[src/rtl/atf_pkg.sv]
// Package for the device task-file register block: addresses, field layout, resets, timing.
// Assumes a 50 MHz device clock and a register port driven by the link layer.
package atf_pkg;

	// ************************************************************
	// Register addresses on the task-file port
	// ************************************************************
	localparam logic [3:0] ADDR_DATA_PORT        = 4'h0;
	localparam logic [3:0] ADDR_ERROR_REPORT     = 4'h1;
	localparam logic [3:0] ADDR_TRANSFER_COUNT   = 4'h2;
	localparam logic [3:0] ADDR_SECTOR_NUMBER    = 4'h3;
	localparam logic [3:0] ADDR_ADDRESS_MIDDLE   = 4'h4;
	localparam logic [3:0] ADDR_ADDRESS_UPPER    = 4'h5;
	localparam logic [3:0] ADDR_DRIVE_HEAD       = 4'h6;
	localparam logic [3:0] ADDR_STATUS           = 4'h7;
	localparam logic [3:0] ADDR_MIRROR_STATUS    = 4'hE;
	// Write side aliases of shared addresses
	localparam logic [3:0] ADDR_COMMAND_PARAM    = 4'h1;
	localparam logic [3:0] ADDR_COMMAND_CODE     = 4'h7;
	localparam logic [3:0] ADDR_INTERFACE_CTRL   = 4'hE;

	// ************************************************************
	// Field positions
	// ************************************************************
	localparam int CTRL_HIGH_BYTE_BIT   = 7;
	localparam int CTRL_SOFT_RESET_BIT  = 2;
	localparam int CTRL_IRQ_DISABLE_BIT = 1;
	localparam int HEAD_ADDR_MODE_BIT   = 6;
	localparam int HEAD_DRIVE_BIT       = 4;

	localparam logic [7:0] HEAD_FORCED_ONES  = 8'hA0;
	localparam logic [7:0] ERROR_VALID_MASK  = 8'hD6;

	localparam int ERR_CRC_BIT    = 7;
	localparam int ERR_UNCORR_BIT = 6;
	localparam int ERR_IDNF_BIT   = 4;
	localparam int ERR_ABORT_BIT  = 2;
	localparam int ERR_TRACK0_BIT = 1;

	// ************************************************************
	// Reset values
	// ************************************************************
	localparam logic [7:0] RESET_STATUS      = 8'h50;
	localparam logic [7:0] RESET_COUNT       = 8'h01;
	localparam logic [7:0] RESET_SECTOR      = 8'h01;
	localparam logic [7:0] RESET_ADDRESS     = 8'h00;
	localparam logic [7:0] RESET_DRIVE_HEAD  = 8'h00;
	localparam logic [7:0] DIAG_NO_ERROR     = 8'h01;
	localparam logic [7:0] POWER_IDLE_LEGACY = 8'h80;
	localparam logic [7:0] POWER_IDLE_EPC_OFF = 8'hFF;

	// ************************************************************
	// Command codes handled locally
	// ************************************************************
	localparam logic [7:0] CMD_CHECK_POWER   = 8'hE5;
	localparam logic [7:0] CMD_DOWNLOAD_PIO  = 8'h92;
	localparam logic [7:0] CMD_DOWNLOAD_DMA  = 8'h93;
	localparam logic [7:0] CMD_DIAGNOSTIC    = 8'h90;

	// ************************************************************
	// Timing, in units as printed, then in cycles
	// ************************************************************
	localparam int CLK_HZ             = 50_000_000;
	localparam int COMINIT_NORMAL_MS  = 10;
	localparam int POR_GRACE_MS       = 500;
	localparam int STREAM_MIN_MS      = 50;
	localparam int RECOVERY_MIN_100MS = 65;
	localparam int COMINIT_NORMAL_CYC = COMINIT_NORMAL_MS * (CLK_HZ / 1000);
	localparam int POR_GRACE_CYC      = POR_GRACE_MS * (CLK_HZ / 1000);

	// ************************************************************
	// Carriers
	// ************************************************************
	typedef struct packed {
		logic [7:0] count;
		logic [7:0] sector;
		logic [7:0] addrMiddle;
		logic [7:0] addrUpper;
		logic [7:0] driveHead;
	} atf_addr_t;

	typedef struct packed {
		logic       success;
		logic [7:0] errorBits;
		logic [7:0] statusBits;
		atf_addr_t  final_;
	} atf_done_t;

endpackage : atf_pkg

[src/rtl/atf_task_file.sv]
// Device-side task-file register set: host port, 48-bit history, status, limits.
// Assumes the link layer presents host accesses as one-cycle strobes on clk.
//
// Notes on behaviour
// Idle power query reports FFh with EPC off
// Microcode download aborted while security locked
// Late reset answer allowed in first 500ms
// Streaming limit raised to at least 50ms
// Recovery limit under 6.5s aborts command
// Host sets busy and sends register frame
// Mirror status read leaves interrupt pending
// Command write starts execution immediately
// Upper address byte: LBA 16-23, history 40-47
// Middle address byte: LBA 8-15, history 32-39
// High-byte select; command-block writes clear it
// Soft reset bit holds device in reset
// Host holds soft reset at least 5us
// Interrupt only when enabled and selected
// Address mode bit; bits 7,5 forced one
// Head bits: head or LBA 24-27, updated
// Error valid after commands; diagnostic after reset
// Error bits CRC, UNC, IDNF, ABRT, TK0
// Address-mark error bit always zero
// Zero count means 256 or 65536
// Count zero on success, remainder on failure
// Parameter register passed per command
// Status bit layout; others invalid while busy
// Status read acknowledges pending interrupt
// Reset defaults: 50h, 01h, 01h, 00h
// Completion reloads registers and clears busy
`timescale 1ns/1ps

module atf_task_file #(
	parameter int GRACE_CYCLES   = atf_pkg::POR_GRACE_CYC,
	parameter int COMINIT_CYCLES = atf_pkg::COMINIT_NORMAL_CYC
) (
	input  wire logic              clk,
	input  wire logic              reset,
	input  wire logic              linkReset,
	input  wire logic              hostWrite,
	input  wire logic              hostRead,
	input  wire logic [3:0]        hostAddr,
	input  wire logic [7:0]        hostWdata,
	output logic      [7:0]        hostRdata,
	input  wire logic              epcEnabled,
	input  wire logic              deviceIdle,
	input  wire logic              securityLocked,
	input  wire logic              spinningUp,
	input  wire logic [15:0]       streamLimitMs,
	input  wire logic [7:0]        recoveryLimit100ms,
	input  wire logic              recoveryLimitGiven,
	input  wire logic              cmdDone,
	input  wire atf_pkg::atf_done_t cmdResult,
	input  wire logic [7:0]        diagCode,
	input  wire logic              deviceSelected,
	output logic                   cmdStart,
	output logic      [7:0]        cmdCode,
	output logic      [7:0]        cmdParam,
	output atf_pkg::atf_addr_t     cmdAddr,
	output logic      [16:0]       sectorsRequested,
	output logic                   lbaMode,
	output logic      [15:0]       streamLimitUsedMs,
	output logic                   spinupOverrun,
	output logic                   inSoftReset,
	output logic                   intrq,
	output logic                   cominitLateOk,
	output logic                   frameToHost
);

	// ************************************************************
	// State
	// ************************************************************
	typedef enum logic [1:0] {
		ATF_IDLE = 2'b00,
		ATF_BUSY = 2'b01,
		ATF_RST  = 2'b10
	} atf_state_t;

	atf_state_t         state_reg, state_next;
	atf_pkg::atf_addr_t cur_reg, prev_reg;
	logic [7:0]         status_reg, error_reg, ctrl_reg, feat_reg, prevFeat_reg, code_reg;
	logic               pend_reg, frame_reg, start_reg;
	logic [$clog2(GRACE_CYCLES+1)-1:0] grace_reg;

	// ************************************************************
	// Decode
	// ************************************************************
	wire logic anyReset   = reset | linkReset;
	wire logic hob        = ctrl_reg[atf_pkg::CTRL_HIGH_BYTE_BIT];
	wire logic srst       = ctrl_reg[atf_pkg::CTRL_SOFT_RESET_BIT];
	wire logic wrCtrl     = hostWrite && hostAddr == atf_pkg::ADDR_INTERFACE_CTRL;
	wire logic wrCmd      = hostWrite && hostAddr == atf_pkg::ADDR_COMMAND_CODE;
	wire logic wrBlock    = hostWrite && hostAddr != atf_pkg::ADDR_INTERFACE_CTRL
	                        && hostAddr != atf_pkg::ADDR_DATA_PORT;
	wire logic rdStatus   = hostRead && hostAddr == atf_pkg::ADDR_STATUS;
	wire logic busy       = status_reg[7];

	// Locked download
	wire logic abortLock  = securityLocked && (hostWdata == atf_pkg::CMD_DOWNLOAD_PIO
	                        || hostWdata == atf_pkg::CMD_DOWNLOAD_DMA);
	// Recovery floor
	wire logic abortLimit = recoveryLimitGiven
	                        && recoveryLimit100ms < 8'(atf_pkg::RECOVERY_MIN_100MS);
	// Power query answer
	wire logic powerQuery = hostWdata == atf_pkg::CMD_CHECK_POWER;
	wire logic [7:0] powerAnswer = (!epcEnabled && deviceIdle) ?
	                        atf_pkg::POWER_IDLE_EPC_OFF : atf_pkg::POWER_IDLE_LEGACY;

	function automatic logic [7:0] pick(input logic h, input logic [7:0] c, input logic [7:0] p);
		pick = h ? p : c;
	endfunction : pick

	// ************************************************************
	// Read mux
	// ************************************************************
	logic [7:0] rdMux;
	always_comb begin
		rdMux = 8'h00;
		// Busy shows status at every address but the data port
		if (busy && hostAddr != atf_pkg::ADDR_DATA_PORT) begin
			rdMux = status_reg;
		end else begin
			unique case (hostAddr)
				// Valid error bits
				atf_pkg::ADDR_ERROR_REPORT:   rdMux = error_reg;
				atf_pkg::ADDR_TRANSFER_COUNT: rdMux = pick(hob, cur_reg.count, prev_reg.count);
				atf_pkg::ADDR_SECTOR_NUMBER:  rdMux = pick(hob, cur_reg.sector, prev_reg.sector);
				// Middle byte history
				atf_pkg::ADDR_ADDRESS_MIDDLE:
					rdMux = pick(hob, cur_reg.addrMiddle, prev_reg.addrMiddle);
				// Upper byte history
				atf_pkg::ADDR_ADDRESS_UPPER:
					rdMux = pick(hob, cur_reg.addrUpper, prev_reg.addrUpper);
				// Forced ones
				atf_pkg::ADDR_DRIVE_HEAD:     rdMux = cur_reg.driveHead | atf_pkg::HEAD_FORCED_ONES;
				// Same bits, no acknowledge
				atf_pkg::ADDR_STATUS,
				atf_pkg::ADDR_MIRROR_STATUS:  rdMux = status_reg;
				default:                      rdMux = 8'h00;
			endcase
		end
	end

	// ************************************************************
	// Sequencer
	// ************************************************************
	always_comb begin
		state_next = state_reg;
		unique case (state_reg)
			ATF_IDLE: begin
				if (srst) state_next = ATF_RST;
				else if (wrCmd && !(abortLock || abortLimit || powerQuery)) state_next = ATF_BUSY;
			end
			ATF_BUSY: begin
				if (srst) state_next = ATF_RST;
				else if (cmdDone) state_next = ATF_IDLE;
			end
			// Held until bit clears
			ATF_RST: begin
				if (!srst) state_next = ATF_IDLE;
			end
			default: state_next = ATF_IDLE;
		endcase
	end

	always_ff @(posedge clk) begin
		hostRdata <= hostRead ? rdMux : hostRdata;
		if (anyReset) begin
			state_reg <= ATF_IDLE;
			ctrl_reg  <= 8'h00;
		end else begin
			state_reg <= state_next;
			if (wrCtrl) ctrl_reg <= hostWdata;
			// Block write clears select
			else if (wrBlock) ctrl_reg[atf_pkg::CTRL_HIGH_BYTE_BIT] <= 1'b0;
		end
		// Only power-on restarts the window; a link reset must not reopen it
		if (reset) grace_reg <= '0;
		else if (grace_reg != $bits(grace_reg)'(GRACE_CYCLES)) grace_reg <= grace_reg + 1'b1;
	end

	// Registers reset also by soft reset
	wire logic regReset = anyReset || state_reg == ATF_RST;

	always_ff @(posedge clk) begin
		if (regReset) begin
			// Defaults
			cur_reg      <= '{atf_pkg::RESET_COUNT, atf_pkg::RESET_SECTOR, atf_pkg::RESET_ADDRESS,
			                  atf_pkg::RESET_ADDRESS, atf_pkg::RESET_DRIVE_HEAD};
			prev_reg     <= '0;
			status_reg   <= atf_pkg::RESET_STATUS;
			// Diagnostic code after reset
			error_reg    <= reset ? atf_pkg::DIAG_NO_ERROR : diagCode;
			feat_reg     <= 8'h00;
			prevFeat_reg <= 8'h00;
			code_reg     <= 8'h00;
			pend_reg     <= 1'b0;
			start_reg    <= 1'b0;
			frame_reg    <= 1'b0;
		end else begin
			start_reg <= 1'b0;
			frame_reg <= 1'b0;
			if (wrBlock && !wrCmd) begin
				unique case (hostAddr)
					// Parameter byte kept
					atf_pkg::ADDR_COMMAND_PARAM: begin
						prevFeat_reg <= feat_reg; feat_reg <= hostWdata;
					end
					atf_pkg::ADDR_TRANSFER_COUNT: begin
						prev_reg.count <= cur_reg.count; cur_reg.count <= hostWdata;
					end
					atf_pkg::ADDR_SECTOR_NUMBER: begin
						prev_reg.sector <= cur_reg.sector; cur_reg.sector <= hostWdata;
					end
					atf_pkg::ADDR_ADDRESS_MIDDLE: begin
						prev_reg.addrMiddle <= cur_reg.addrMiddle; cur_reg.addrMiddle <= hostWdata;
					end
					atf_pkg::ADDR_ADDRESS_UPPER: begin
						prev_reg.addrUpper <= cur_reg.addrUpper; cur_reg.addrUpper <= hostWdata;
					end
					// Drive bit ignored
					atf_pkg::ADDR_DRIVE_HEAD:
						cur_reg.driveHead <= hostWdata & ~(8'h01 << atf_pkg::HEAD_DRIVE_BIT);
					default: ;
				endcase
			end
			if (state_reg == ATF_IDLE && wrCmd) begin
				code_reg <= hostWdata;
				if (abortLock || abortLimit) begin
					error_reg  <= 8'h01 << atf_pkg::ERR_ABORT_BIT;
					status_reg <= 8'h51;
					pend_reg   <= 1'b1;
					frame_reg  <= 1'b1;
				end else if (powerQuery) begin
					cur_reg.count <= powerAnswer;
					error_reg  <= 8'h00;
					status_reg <= atf_pkg::RESET_STATUS;
					pend_reg   <= 1'b1;
					frame_reg  <= 1'b1;
				end else begin
					// Start on code write
					start_reg  <= 1'b1;
					status_reg <= 8'hD0;
				end
			end else if (state_reg == ATF_BUSY && cmdDone) begin
				// Final image to host
				// Address updated
				cur_reg           <= cmdResult.final_;
				// Remaining count
				cur_reg.count     <= cmdResult.success ? 8'h00 : cmdResult.final_.count;
				cur_reg.driveHead <= (cmdResult.final_.driveHead
				                     & ~(8'h01 << atf_pkg::HEAD_DRIVE_BIT));
				// Valid error, AMNF zero
				if (code_reg != atf_pkg::CMD_DIAGNOSTIC)
					error_reg <= cmdResult.errorBits & atf_pkg::ERROR_VALID_MASK;
				else
					error_reg <= diagCode;
				// DF, CORR forced zero
				status_reg <= cmdResult.statusBits & 8'h5B & 8'h7F;
				pend_reg   <= 1'b1;
				frame_reg  <= 1'b1;
			end else if (rdStatus) begin
				// Read acknowledges
				pend_reg <= 1'b0;
			end
		end
	end

	// ************************************************************
	// Outputs
	// ************************************************************
	// Zero count expansion
	wire logic is48 = cmdCode == 8'h24 || cmdCode == 8'h25 || cmdCode == 8'h34 || cmdCode == 8'h35;
	wire logic [15:0] rawCount = is48 ? {prev_reg.count, cur_reg.count} : {8'h00, cur_reg.count};
	assign sectorsRequested = rawCount == 16'h0000 ? (is48 ? 17'h10000 : 17'h00100)
	                          : {1'b0, rawCount};

	// Streaming floor
	assign streamLimitUsedMs = streamLimitMs < 16'(atf_pkg::STREAM_MIN_MS) ?
	                           16'(atf_pkg::STREAM_MIN_MS) : streamLimitMs;
	assign spinupOverrun = spinningUp && state_reg == ATF_BUSY;

	// Grace window after power-on
	assign cominitLateOk = grace_reg != $bits(grace_reg)'(GRACE_CYCLES);

	// Gated interrupt
	assign intrq = pend_reg && !ctrl_reg[atf_pkg::CTRL_IRQ_DISABLE_BIT] && deviceSelected;

	// Host side sets busy on its own copy
	assign frameToHost = frame_reg;
	assign cmdStart    = start_reg;
	assign cmdCode     = code_reg;
	assign cmdParam    = feat_reg;
	assign cmdAddr     = cur_reg;
	assign lbaMode     = cur_reg.driveHead[atf_pkg::HEAD_ADDR_MODE_BIT];
	assign inSoftReset = state_reg == ATF_RST;

endmodule : atf_task_file

[config.mk]
export PLATFORM = sky130hd
export DESIGN_NAME = atf_task_file
export DESIGN_NICKNAME = d
export VERILOG_FILES = /design/src/rtl/atf_pkg.sv /design/src/rtl/atf_task_file.sv
export SDC_FILE = /design/constraint.sdc
export NUM_CORES = 1
export LEC_CHECK = 0
export BUFFER_PORTS_ARGS = -buffer_cell sky130_fd_sc_hd__buf_2
export CAP_MARGIN = 30
export CORE_MARGIN = 10
export CORE_UTILIZATION = 40
export CTS_CLUSTER_DIAMETER = 80
export DETAILED_ROUTE_END_ITERATION = 10
export PLACE_DENSITY_LB_ADDON = 0.15
export SLEW_MARGIN = 10
export SYNTH_ARGS = -nofsm -noshare
export SYNTH_HDL_FRONTEND = slang
export SYNTH_SLANG_ARGS = --single-unit
[constraint.sdc]
create_clock -name clk -period 2 [get_ports clk]
set_input_delay 0.3 -clock clk [delete_from_list [all_inputs] [get_ports clk]]
set_output_delay 0.3 -clock clk [all_outputs]
set_load 0.01 [all_outputs]
==> out/results.ini <==
[critical_path]
reg2reg_slack_ns = 0.13
rr_worst_depth = 5
worstSetupPathType = reg -> out
crit_start = grace_reg[21]$_SDFFE_PP0P_
critPathArrivalTime_ns = 1.71
cp_max_fo = 3
end_kind = primary output
timing.rr.end = error_reg[2]$_DFFE_PP_
worstReg2RegStart = cmdCode[6]$_SDFFE_PN0P_
setup.worst_path.start_class = flop
cp-endpoint = cominitLateOk
worst_ep_required_time_ns = 1.70

[synth]
ys_seq_area_share_pct = 42.5
yosys.area.top_type = dfxtp_1
synth_commonest_cells = dfxtp_1, nor2_1, nand2_1
synth_top_flop_cell = dfxtp_1
synth_cell_types = 69
synth_xor_area_share_pct = 2.59
synth_nets = 912
syn_area_um2 = 7110
synthCells = 797
synthArstFlopShare_pct = 0
synthTopCellsByArea = dfxtp_1, mux2i_1, edfxtp_1
synth.most_common_cell = dfxtp_1
synth-edff-count = 16
yosysTopAreaCellShare_pct = 35.7
yosysWarnings = 0
syn_avg_cell_area_um2 = 8.92
synthSimpleGateAreaFrac_pct = 22.6
synthAdderAreaFrac_pct = 0.352
synth_top_family_by_area = simple AND/OR/NAND/NOR gates
synth-seq-cells = 143
synth_compound_area_share_pct = 15.6
muxShareOfSynthArea_pct = 11.2

[placement]
post-place-cells = 1223
dp_hpwl_um = 18900
port_buffers = 209
place_congestion = 0.901

[routing]
postRouteAntennaNets = 0
vias = 6738
routed_wl_um = 24700
via_per_inst = 5.33
wl_per_cell_um = 19.6
route.detailed.drc = 0
drt-pass1-iter-count = 7
drtIter0Drc = 470

[status]
status = complete, but fails checks
violations = setup timing

[floorplan]
core_um2 = 17400
die_height_um = 153
die-area_um2 = 23500
start_util_pct = 41.0
core.rowCount = 48
io_pins = 217
die_w_um = 153

[cells_and_area]
utilization_pct = 54.8
fillers = 1627
drive_gt1_share_pct = 36.1
largest_register_ff_count = 40
nets = 1139
syn2layout_area_growth_pct = 33.8
regArea_um2 = 3040
multiInputGateArea_um2 = 3850
final_cells = 1263

[global_route]
antenna_found_initial = 1
grt_max_degree = 58
overflow = 0
grt_pass1_vias = 6722
grt_util_all_layers_pct = 20.3
grt_pass1_wl_um = 38200

[sta]
worst_slew_pin_slew_ns = 0.578
slew_headroom_pct = 61.5
min_period_over_period_pct = 101
setup_ws_ns = -0.0120
skew_ns = 0.0106
max_freq_mhz = 497
report.final.slew_viol_count = 0
period_needed_ns = 2.01
setup_viol = 1
hold_viol = 0
rsz0062_at_grt = yes

[cts]
cts.sinks = 143
cts_tree = yes
numCtsBuffers = 17
cts.reportedPaths.clkPinSlew_ns = 0.06
h-tree-depth = 4
root_buffer = clkbuf_16
clockBufferDepth = 2
holdBufCountCts = 0
insertion_delay_ns = 0.43

[power]
vdd_drop_max_v = 0.000551
p_per_area_nw_per_um2 = 740
leakagePower_nw = 4.24
finalPower_mw = 7.04

[job]
cap_violations = 0

[min_path]
holdCritPathClass = in -> reg

-- metrics by stage --
step	hold WS (ns)	cell area (um2)	TNS, ns	setup WS [ns]
detailed placement	0.445	8650	0	0.0122
finish	0.0993	9520	-0.0120	-0.0120
floorplan	0.412	7120	0	0.0992
global placement	0.441	8650	0	0.000658
CTS	0.0935	9380	-0.0396	-0.0396
global route	0.0961	9520	-0.262	-0.145
-- worst max-delay path: stages, from the launching register on --
cell,delay (ns)
dfxtp_1,0.34
inv_1,0.07
or3_4,0.42
nor4_4,0.25
inv_1,0.06
buf_2,0.14
-- what timing repair did --
item / 4_1_cts / 5_1_grt
resized for setup: 13 / 27
endpoints found under the setup margin: 10 / 17
buffers inserted: 4 / 3
gates cloned: 1 / 0
pin swaps: 1 / 9
-- kinds of logic (layout without fill, tap and decap cells) --
group           Yosys count  count (layout)
simple gates            301             302
mux                      78              78
other cells               0               1
buf+inv                  82             321
xor+xnor                 21              21
compound gates          170             170
flops                   143             143
fa+ha+maj                 2               2
-- routing by layer --
layer	wire, um	global-route usage [%]
met5	0	0
met4	423	6.43
met3	1570	5.81
met2	12200	33.6
met1	10500	24.9
-- placed cells by master (no fill, tap or decap), drive strengths merged, types with 11 or more instances in the layout --
| cell type | Yosys | routed |
|---|---|---|
| buf | 27 | 278 |
| dfxtp | 127 | 127 |
| nor2 | 83 | 84 |
| nand2 | 72 | 72 |
| mux2i | 65 | 65 |
| a21oi | 60 | 60 |
| o21ai | 32 | 32 |
| nand3 | 30 | 30 |
| clkbuf | 44 | 19 |
| and2 | 19 | 19 |
| a211oi | 18 | 18 |
| inv | 11 | 17 |
| edfxtp | 16 | 16 |
| a22o | 15 | 15 |
| xnor2 | 14 | 14 |
| mux2 | 13 | 13 |
| nor3 | 13 | 13 |
| nor4 | 13 | 13 |
| nand2b | 11 | 11 |
-- worst min path at each step --
stage	to	cells after the start	start	slack, ns
finish	status_reg[0]$_SDFFE_PN0P_	2	cmdResult[40]	0.1
global route	status_reg[6]$_SDFFE_PN1P_	2	cmdResult[46]	0.1
CTS	cmdAddr[36]$_SDFF_PN0_	3	cmdResult[36]	0.09
detailed placement	cmdParam[1]$_SDFFE_PN0P_	2	cmdParam[1]$_SDFFE_PN0P_	0.45
global placement	prev_reg[15]$_SDFFE_PN0P_	2	prev_reg[15]$_SDFFE_PN0P_	0.44
floorplan	hostRdata[0]$_DFFE_PP_	0	hostRead	0.41
-- area by class of cell --
class	instances	area share, %
Clock buffer	19	4.88
Clock inverter	13	2.05
Inverter	11	0.434
Tap cell	225	2.96
Sequential cell	143	32.0
Antenna cell	1	0.0263
Multi-Input combinational cell	573	40.4
Timing Repair Buffer	278	17.3
-- report_power, final --
group | leakage, nW | switching (mW) | internal [mW] | total, mW
registers | 1.20 | 0.0319 | 2.94 | 2.97
logic | 2.73 | 0.316 | 0.238 | 0.553
clock network | 0.321 | 1.30 | 2.22 | 3.52
Note: power is estimated with default switching activity, not from simulation.
